`config.mk`:
```
export PLATFORM = sky130hd
export DESIGN_NAME = rbx_exec
export DESIGN_NICKNAME = d
export VERILOG_FILES = /design/src/common/rbx_pkg.sv /design/src/verilog/rbx_exec.sv
export SDC_FILE = /design/constraint.sdc
export NUM_CORES = 2
export LEC_CHECK = 0
export ABC_CLOCK_PERIOD_IN_PS = 5800
export BUFFER_PORTS_ARGS = -buffer_cell sky130_fd_sc_hd__buf_2
export CORE_ASPECT_RATIO = 2
export CORE_UTILIZATION = 40
export DETAILED_ROUTE_END_ITERATION = 10
export HOLD_SLACK_MARGIN = 0.08
export PLACE_DENSITY = 0.59
export SKIP_LAST_GASP = 1
export SLEW_MARGIN = 10
export SYNTH_ARGS = -nofsm -noshare
export SYNTH_HDL_FRONTEND = slang
export SYNTH_SLANG_ARGS = --single-unit
```
`constraint.sdc`:
```
create_clock -name i_mclk -period 5.8 [get_ports i_mclk]
set_input_delay 1.16 -clock i_mclk [delete_from_list [all_inputs] [get_ports i_mclk]]
set_output_delay 1.16 -clock i_mclk [all_outputs]
set_load 0.05 [all_outputs]
```
`src/common/rbx_pkg.sv`:
```
// package for the return and bit-field execution block
package rbx_pkg;
  // ----------------------------------------
  // register map (byte addresses)
  // ----------------------------------------
  localparam logic [7:0] ADDR_CMD = 8'h00;
  localparam logic [7:0] ADDR_MASK = 8'h04;
  localparam logic [7:0] ADDR_PC = 8'h08;
  localparam logic [7:0] ADDR_SP = 8'h0C;
  localparam logic [7:0] ADDR_STAT = 8'h10;
  localparam logic [7:0] ADDR_OPER = 8'h14;
  localparam logic [7:0] ADDR_ST0 = 8'h18;
  localparam logic [7:0] ADDR_ST1 = 8'h1C;
  localparam logic [7:0] ADDR_STK_ADDR = 8'h20;
  localparam logic [7:0] ADDR_STK_DATA = 8'h24;
  localparam logic [7:0] ADDR_ACC_EXT = 8'h28;
  localparam logic [7:0] ADDR_ACC_LO = 8'h30;
  // ----------------------------------------
  // status word fields and reset values
  // ----------------------------------------
  localparam int ST_Z = 15;
  localparam int ST_M = 14;
  localparam int ST_C = 11;
  localparam int ST_IE = 7;
  localparam logic [15:0] PC_RESET = 16'h0000;
  localparam logic [15:0] SP_RESET = 16'h0000;
  localparam logic [35:0] ROUND_CONST = 36'h000008000;
  localparam logic [1:0] SLOT_CYCLES = 2'h2;
  localparam logic [1:0] CYC_RETI_TAKEN = 2'h3;
  localparam logic [1:0] CYC_RETI_SKIP = 2'h2;
  localparam logic [1:0] CYC_RETS = 2'h3;
  localparam logic [1:0] CYC_BITFIELD = 2'h2;
  localparam logic [1:0] IRQ_SRC_NMI = 2'h3;
  // ----------------------------------------
  // command encoding
  // ----------------------------------------
  typedef enum logic [3:0] {
    OP_RET, OP_RETD, OP_RETI, OP_RETID, OP_RETS,
    OP_RND, OP_ROL, OP_ROR, OP_BCLR, OP_BSET
  } rbx_op_t;
  typedef enum logic [1:0] {TGT_MEM, TGT_ST0, TGT_ST1, TGT_ACC} rbx_tgt_t;
  typedef enum logic [1:0] {CND_TRUE, CND_ZS, CND_ZC, CND_CS} rbx_cond_t;
  typedef struct packed {
    logic [7:0] imm;
    logic [1:0] irq_src;
    logic part_hi;
    logic [1:0] acc;
    rbx_tgt_t tgt;
    logic ctx;
    rbx_cond_t cond;
    logic [3:0] op;
  } rbx_cmd_t;
endpackage

```
`src/verilog/rbx_exec.sv`:
```
// return and bit-field execution unit with apb register access
//
// Contract
// RL1 - conditional return pops pc, sp plus one
// RL2 - delayed return pops to temp, pc after slot
// RL3 - no interrupts during delayed return window
// RL4 - software keeps pipeline breakers out of slots
// RL5 - software avoids sp writes before delayed return
// RL6 - interrupt return pops pc, sets enable if maskable
// RL7 - interrupt return: 2 cycles skipped, 3 taken
// RL8 - context field swaps shadow context on return
// RL9 - delayed interrupt return pops, sets enable, slot
// RL10 - delayed interrupt return loads pc from temp
// RL11 - parameter-drop return: sp plus one plus imm
// RL12 - parameter-drop return leaves interrupt enable alone
// RL13 - rounding adds 0x8000 to a accumulator
// RL14 - rotates move accumulator through carry by one
// RL15 - bit clear ands operand with inverted mask
// RL16 - bit set ors operand with mask
// RL17 - only addressed accumulator part may change
// RL18 - status word 0 takes masked result directly
// RL19 - status word 1 flags follow alu output
// RL20 - other targets update only zero and minus
// RL21 - software never targets accumulators, product, pc; the bench targets accumulator halves through TGT_ACC
`timescale 1ns/10ps
module rbx_exec
  import rbx_pkg::*;
#(
  parameter int STACK_DEPTH = 16
) (
  // clock and reset
  input wire logic i_mclk,
  input wire logic i_reset,
  // apb slave
  input wire logic i_psel,
  input wire logic i_penable,
  input wire logic i_pwrite,
  input wire logic [7:0] i_paddr,
  input wire logic [31:0] i_pwdata,
  output logic [31:0] o_prdata,
  output logic o_pready,
  output logic o_pslverr,
  // core status
  output logic [15:0] o_pc,
  output logic [15:0] o_sp,
  output logic o_global_irq_enable,
  output logic o_irq_block,
  output logic o_busy
);
  localparam int AW = $clog2(STACK_DEPTH);

  // ----------------------------------------
  // state
  // ----------------------------------------
  logic [15:0] pc, next_pc, sp, next_sp, tmp, next_tmp;
  logic [15:0] mask, next_mask, oper, next_oper, stk_addr, next_stk_addr;
  logic [11:0] st0_hi, next_st0_hi, st1_hi, next_st1_hi, sh_st1_hi, next_sh_st1_hi;
  logic [35:0] acc [4];
  logic [35:0] next_acc [4];
  logic [35:0] sh_a0, next_sh_a0;
  logic [1:0] slot, next_slot, busy, next_busy;
  logic [31:0] prdata, next_prdata;
  logic [15:0] stk [STACK_DEPTH];

  // ----------------------------------------
  // command decode
  // ----------------------------------------
  rbx_cmd_t cmd;
  rbx_op_t op;
  logic wr, hit, acc_go, cond_ok, stk_we;
  logic [15:0] st0, st1, pop, src, res, st0w, st1w;
  logic [1:0] cyc, dec;
  logic [31:0] rd_val;
  logic st0_full, st1_full;

  assign cmd = rbx_cmd_t'(i_pwdata[21:0]);
  assign op = rbx_op_t'(cmd.op);
  assign wr = i_psel && i_penable && i_pwrite;
  assign st0 = {st0_hi, acc[0][35:32]};
  assign st1 = {st1_hi, acc[1][35:32]};
  assign pop = stk[sp[AW-1:0]];
  // a command arriving while the unit is busy is dropped
  assign acc_go = wr && (i_paddr == ADDR_CMD) && (busy == 2'h0);
  assign stk_we = wr && (i_paddr == ADDR_STK_DATA);

  always_comb begin
    unique case (cmd.cond)
      CND_TRUE: cond_ok = 1'b1;
      CND_ZS: cond_ok = st0[ST_Z];
      CND_ZC: cond_ok = !st0[ST_Z];
      CND_CS: cond_ok = st0[ST_C];
    endcase
  end

  always_comb begin
    hit = 1'b1;
    rd_val = 32'h00000000;
    unique case (i_paddr)
      ADDR_CMD: rd_val = 32'h00000000;
      ADDR_MASK: rd_val = {16'h0000, mask};
      ADDR_PC: rd_val = {16'h0000, pc};
      ADDR_SP: rd_val = {16'h0000, sp};
      ADDR_STAT: rd_val = {28'h0000000, (busy != 2'h0), o_irq_block, slot};
      ADDR_OPER: rd_val = {16'h0000, oper};
      ADDR_ST0: rd_val = {16'h0000, st0};
      ADDR_ST1: rd_val = {16'h0000, st1};
      ADDR_STK_ADDR: rd_val = {16'h0000, stk_addr};
      ADDR_STK_DATA: rd_val = {16'h0000, stk[stk_addr[AW-1:0]]};
      ADDR_ACC_EXT: rd_val = {16'h0000, acc[3][35:32], acc[2][35:32],
                              acc[1][35:32], acc[0][35:32]};
      8'h30, 8'h34, 8'h38, 8'h3C: rd_val = acc[i_paddr[3:2]][31:0];
      default: hit = 1'b0;
    endcase
  end

  // ----------------------------------------
  // next-state logic
  // ----------------------------------------
  always_comb begin
    next_pc = pc;
    next_sp = sp;
    next_tmp = tmp;
    next_mask = mask;
    next_oper = oper;
    next_stk_addr = stk_addr;
    next_sh_st1_hi = sh_st1_hi;
    next_sh_a0 = sh_a0;
    next_acc = acc;
    next_slot = slot;
    st0w = st0;
    st1w = st1;
    st0_full = 1'b0;
    st1_full = 1'b0;
    cyc = 2'h1;
    dec = 2'h0;
    src = 16'h0000;
    res = 16'h0000;
    next_prdata = prdata;
    if (i_psel && !i_penable) begin
      next_prdata = rd_val;
    end
    if (wr) begin
      unique case (i_paddr)
        ADDR_MASK: next_mask = i_pwdata[15:0];
        ADDR_PC: next_pc = i_pwdata[15:0];
        ADDR_SP: next_sp = i_pwdata[15:0];
        ADDR_OPER: next_oper = i_pwdata[15:0];
        ADDR_STK_ADDR: next_stk_addr = i_pwdata[15:0];
        ADDR_ST0: begin
          st0w = i_pwdata[15:0];
          st0_full = 1'b1;
        end
        ADDR_ST1: begin
          st1w = i_pwdata[15:0];
          st1_full = 1'b1;
        end
        ADDR_ACC_EXT: begin
          for (int i = 0; i < 4; i++) begin
            next_acc[i][35:32] = i_pwdata[4*i +: 4];
          end
        end
        8'h30, 8'h34, 8'h38, 8'h3C: next_acc[i_paddr[3:2]][31:0] = i_pwdata;
        default: ;
      endcase
    end
    if (acc_go) begin
      unique case (op)
        OP_RETI: cyc = cond_ok ? CYC_RETI_TAKEN : CYC_RETI_SKIP; // RL7
        OP_RETS: cyc = CYC_RETS;
        OP_BCLR, OP_BSET: cyc = CYC_BITFIELD;
        default: cyc = 2'h1;
      endcase
      // delay slot counts instruction cycles, then the saved pc lands
      if (slot != 2'h0) begin
        dec = (cyc > slot) ? slot : cyc;
        next_slot = slot - dec;
        if (next_slot == 2'h0) begin
          next_pc = tmp; // RL2 RL10
        end
      end
      unique case (op)
        OP_RET: begin
          if (cond_ok) begin
            next_pc = pop; // RL1
            next_sp = sp + 16'h0001;
          end
        end
        OP_RETD, OP_RETID: begin
          next_tmp = pop; // RL2 RL9
          next_sp = sp + 16'h0001;
          next_slot = SLOT_CYCLES; // RL3
          if (op == OP_RETID) begin
            st0w[ST_IE] = 1'b1; // RL9
          end
        end
        OP_RETI: begin
          if (cond_ok) begin
            next_tmp = pop; // RL6
            next_pc = pop;
            next_sp = sp + 16'h0001;
            if (cmd.irq_src != IRQ_SRC_NMI) begin
              st0w[ST_IE] = 1'b1; // RL6
            end
            if (cmd.ctx) begin
              next_sh_a0 = acc[0]; // RL8
              next_acc[0] = sh_a0;
              next_sh_st1_hi = st1_hi;
              st1w[15:4] = sh_st1_hi;
            end
          end
        end
        OP_RETS: begin
          next_pc = pop; // RL11 RL12
          next_sp = sp + 16'h0001 + {8'h00, cmd.imm};
        end
        OP_RND: begin
          if (cond_ok) begin
            next_acc[{1'b0, cmd.acc[0]}] = acc[{1'b0, cmd.acc[0]}] + ROUND_CONST; // RL13
          end
        end
        OP_ROL: begin
          if (cond_ok) begin
            next_acc[cmd.acc] = {acc[cmd.acc][34:0], st0[ST_C]}; // RL14
            st0w[ST_C] = acc[cmd.acc][35];
          end
        end
        OP_ROR: begin
          if (cond_ok) begin
            next_acc[cmd.acc] = {st0[ST_C], acc[cmd.acc][35:1]}; // RL14
            st0w[ST_C] = acc[cmd.acc][0];
          end
        end
        OP_BCLR, OP_BSET: begin
          unique case (cmd.tgt)
            TGT_MEM: src = oper;
            TGT_ST0: src = st0;
            TGT_ST1: src = st1;
            TGT_ACC: src = cmd.part_hi ? acc[cmd.acc][31:16] : acc[cmd.acc][15:0];
          endcase
          res = (op == OP_BSET) ? (src | mask) : (src & ~mask); // RL15 RL16
          if (cmd.tgt == TGT_ST0) begin
            st0w = res; // RL18
            st0_full = 1'b1;
          end else begin
            st0w[ST_Z] = (res == 16'h0000); // RL20
            st0w[ST_M] = res[15];
            unique case (cmd.tgt)
              TGT_MEM: next_oper = res; // RL17
              TGT_ST1: begin
                st1w = res; // RL19
                st1_full = 1'b1;
              end
              TGT_ACC: begin
                if (cmd.part_hi) begin
                  next_acc[cmd.acc][31:16] = res; // RL17
                end else begin
                  next_acc[cmd.acc][15:0] = res;
                end
              end
              default: ;
            endcase
          end
        end
        default: ;
      endcase
    end
    next_st0_hi = st0w[15:4];
    next_st1_hi = st1w[15:4];
    if (st0_full) begin
      next_acc[0][35:32] = st0w[3:0];
    end
    if (st1_full) begin
      next_acc[1][35:32] = st1w[3:0];
    end
    next_busy = (busy != 2'h0) ? busy - 2'h1 : (acc_go ? cyc - 2'h1 : 2'h0);
  end

  // ----------------------------------------
  // registers
  // ----------------------------------------
  always_ff @(posedge i_mclk) begin
    if (i_reset) begin
      pc <= PC_RESET;
      sp <= SP_RESET;
      tmp <= 16'h0000;
      mask <= 16'h0000;
      oper <= 16'h0000;
      stk_addr <= 16'h0000;
      st0_hi <= 12'h000;
      st1_hi <= 12'h000;
      sh_st1_hi <= 12'h000;
      sh_a0 <= 36'h000000000;
      for (int i = 0; i < 4; i++) begin
        acc[i] <= 36'h000000000;
      end
      slot <= 2'h0;
      busy <= 2'h0;
      prdata <= 32'h00000000;
    end else begin
      pc <= next_pc;
      sp <= next_sp;
      tmp <= next_tmp;
      mask <= next_mask;
      oper <= next_oper;
      stk_addr <= next_stk_addr;
      st0_hi <= next_st0_hi;
      st1_hi <= next_st1_hi;
      sh_st1_hi <= next_sh_st1_hi;
      sh_a0 <= next_sh_a0;
      acc <= next_acc;
      slot <= next_slot;
      busy <= next_busy;
      prdata <= next_prdata;
    end
  end

  // stack ram has no reset: contents are loaded by software
  always_ff @(posedge i_mclk) begin
    if (stk_we) begin
      stk[stk_addr[AW-1:0]] <= i_pwdata[15:0];
    end
  end

  assign o_prdata = prdata;
  assign o_pready = 1'b1;
  assign o_pslverr = i_psel && i_penable && !hit;
  assign o_pc = pc;
  assign o_sp = sp;
  assign o_global_irq_enable = st0[ST_IE];
  assign o_irq_block = (slot != 2'h0);
  assign o_busy = (busy != 2'h0);

  // ----------------------------------------
  // assertions
  // ----------------------------------------
  logic [35:0] a0_now;
  assign a0_now = acc[0];
endmodule

```
==> impl_metrics.tcl <==
set metrics [dict create \
    tns_ns 0 \
    top_level_ports 114 \
    synth.distinct_cells 107 \
    critPathCaptureType "output pin" \
    syn_to_final_growth_pct 13.0 \
    slew_viol_final 0 \
    synth_nets 3625 \
    finalCriticalPeriod_ns 4.68 \
    critical_path.startpoint_type "primary input" \
    reg2reg_depth 15 \
    grt-ovfl-total 0 \
    period_share_pct 80.8 \
    syn_area_um2 35300 \
    fillers 8357 \
    clock_power_share_pct 45.6 \
    synth-seq-cells 608 \
    placedCellCount 4724 \
    synth-seq-area-share_pct 41.8 \
    nets 3687 \
    dieArea_um2 89400 \
    drc_errors 0 \
    grt_pass1_wl_mm 274 \
    cts_tree "yes" \
    cts_sinks 608 \
    clockBufferDepth 3 \
    syn_avg_cell_area_um2 9.89 \
    cts_buffers 59 \
    p_sw_mw 2.51 \
    cellPowerDensity_nw_per_um2 237 \
    vias_per_cell 7.10 \
    rsz0062_at_grt "no" \
    drtIter0Drc 4230 \
    h-tree-depth 2 \
    cp_max_fo 15 \
    post_cts_buffers 0 \
    pwr-share-seq_pct 47.2 \
    clk_pin_slew_worst_paths_ns 0.07 \
    grt_use_total_pct 44.7 \
    min_path_cells 2 \
    worstMarginPinSlew_ns 1.38 \
    yosysWarnings 0 \
    cap_violations 0 \
    setup-violations-final 0 \
    grt_start_max_net_pins 70 \
    dp_hpwl_mm 138 \
    ys_async_sr_fraction_pct 0 \
    grt_pass1_vias 33700 \
    arrival_ns 3.52 \
    hold_viol 0 \
    r2r_setup_slack_ns 1.82 \
    insertion_delay_ns 0.73 \
    status "complete, no violations" \
    cts_resized 0 \
    critPathLaunch "i_paddr[2]" \
    fin_cells 4870 \
    final_util_pct 45.7 \
    p_int_mw 6.94 \
    core_area_um2 87100 \
    switching_share_pct 26.5 \
    hold_path_end "tmp[3]" \
    portBuffers 112 \
    ant_nets 0 \
    ff_latch_area_um2 14700 \
    holdBufCountCts 0 \
    required_ns 4.64 \
    worstHoldStart "tmp[3]" \
    peakVddDrop_mv 0.292 \
    skew_ns 0.0378 \
    wl_per_cell_um 40.5 \
    drive_above_1_share_pct 19.5 \
    multi_input_area_um2 19200 \
    rows 153 \
    p_leak_nw 13.5 \
    die_h_um 422 \
    pwr-share-comb_pct 7.2 \
    wl_mm 197 \
    r2r-end "o_pc[6]" \
    vias 34600 \
    synthCells 3565 \
    ys.flop_type "dfxtp_1" \
    criticalPathCategory "primary input to output pin" \
    cts_root_buf "clkbuf_16" \
    start_util_pct 40.5 \
    fmax_mhz 213 \
    r2r_start "st0_hi[11]" \
    drtPass1Iterations 9 \
    synth-edff-count 256 \
    antenna_found_initial 45 \
    place_congestion 1.11 \
    die-width_um 212 \
    relSlewSlack_pct 7.41 \
    hp-class "flip-flop to flip-flop" \
]
-- worst max path at each step --
stage                     end  slack [ns]  depth (start not counted)
CTS                 o_pslverr        1.46                          7
detailed placement    acc[72]        1.16                          9
floorplan           o_pslverr         1.0                          7
global placement     o_pc[12]        1.22                         16
finish              o_pslverr        1.12                          7
global route        o_pslverr        1.18                          7
-- cells in the mapped netlist, drive strengths merged (11+ instances only) --
master / count / area share (%)
mux2: 25 / 0.80
a2bb2oi: 26 / 0.65
inv: 35 / 0.37
mux2i: 213 / 6.0
o22a: 32 / 0.79
or2: 13 / 0.23
a221o: 21 / 0.62
a22oi: 72 / 1.5
a22o: 18 / 0.45
clkbuf: 228 / 2.5
a31oi: 13 / 0.25
and3: 46 / 0.82
mux4: 174 / 11
and2: 29 / 0.52
a222oi: 27 / 0.77
edfxtp: 256 / 22
o221ai: 11 / 0.27
a21oi: 348 / 4.9
a211oi: 56 / 1.2
a21o: 14 / 0.30
a221oi: 100 / 2.6
buf: 85 / 1.4
nand2: 495 / 5.3
or3: 12 / 0.22
nand3: 52 / 0.74
xnor2: 29 / 0.72
nor2: 283 / 3.0
ha: 14 / 0.50
dfxtp: 352 / 20
xor2: 14 / 0.35
nand2b: 30 / 0.53
nor3: 56 / 0.79
o22ai: 49 / 0.87
o21ai: 146 / 2.1
a41oi: 14 / 0.35
nand4: 17 / 0.32
nor4: 15 / 0.39
a2111oi: 11 / 0.39
-- power by group through the flow --
stage / registers, mW / logic [mW] / clock network (mW)
after floorplan: 4.57 / 0.287 / 0
after global placement: 4.56 / 0.619 / 0
after detailed placement: 4.56 / 0.620 / 0
after CTS: 4.46 / 0.622 / 4.28
after global routing: 4.46 / 0.673 / 4.45
final: 4.46 / 0.677 / 4.31
-- per-stage QoR --
stage | power (mW) | instance area [um^2] | hold WS (ns) | setup WS [ns]
6_report | 9.45 | 39800 | 0.446 | 1.12
5_1_grt | 9.58 | 39800 | 0.466 | 1.18
4_1_cts | 9.37 | 39700 | 0.448 | 1.46
3_5_place_dp | 5.18 | 37600 | 0.439 | 1.16
3_3_place_gp | 5.18 | 37600 | 0.434 | 1.22
2_1_floorplan | 4.86 | 35300 | 0.427 | 1.00
-- layout make-up --
cell class                 count  area share (%)
sequential                   608            37.0
clock buffer                  73            4.04
tap                         1162            3.65
inverter                      37           0.349
timing repair buffer         314            5.40
clock inverter                39            1.15
antenna                       30           0.188
multi-input combinational   2607            48.2
-- state kept, by name, summed over array words and instances, names as in the netlist, named ones only --
signal     count
a0_now        36
acc          108
busy           2
mask          16
o_pc          16
o_prdata      32
o_sp          16
oper          16
sh_a0         36
sh_st1_hi     12
slot           2
st0_hi        12
st1_hi        12
stk          256
stk_addr      16
tmp           16
-- metal layers --
layer  global-route usage [%]  wire length, um  vias up
met5                     1.95              455        -
met4                     48.4            26600       38
met3                     19.7            22400     1297
li1                         -                -    13800
met1                     42.4            59000    16700
met2                     68.1            88900     2733
-- layout by cell type, fill, tap and decap left out, types with 48 or more instances in the layout --
master     instances
nor3_1            48
mux4_2           170
clkbuf_16         60
a21oi_1          348
nor2_1           266
buf_4            198
mux2i_1          213
a22oi_1           72
nand3_1           51
a221oi_1          95
o21ai_0          136
a211oi_1          56
dfxtp_1          348
buf_2            109
edfxtp_1         256
o22ai_1           48
nand2_1          488
-- cell families after synthesis --
group	count (synthesis)	synth area share, %
other	1	0.0106
and+or+nand+nor	1093	14.1
buffers and inverters	350	4.28
adders and majority gates	15	0.554
AOI/OAI and AO/OA	1043	20.2
muxes	412	18.0
xor gates and xnor gates	43	1.07
DFF	608	41.8
-- worst max-delay path: stages --
cell and delay, ns:
buf_2 0.25, buf_4 0.35, nand3_1 0.14, a21oi_1 0.07, nor4b_1 1.05, a211oi_1 0.17, buf_2 0.32
(Power assumes the default switching activity.)
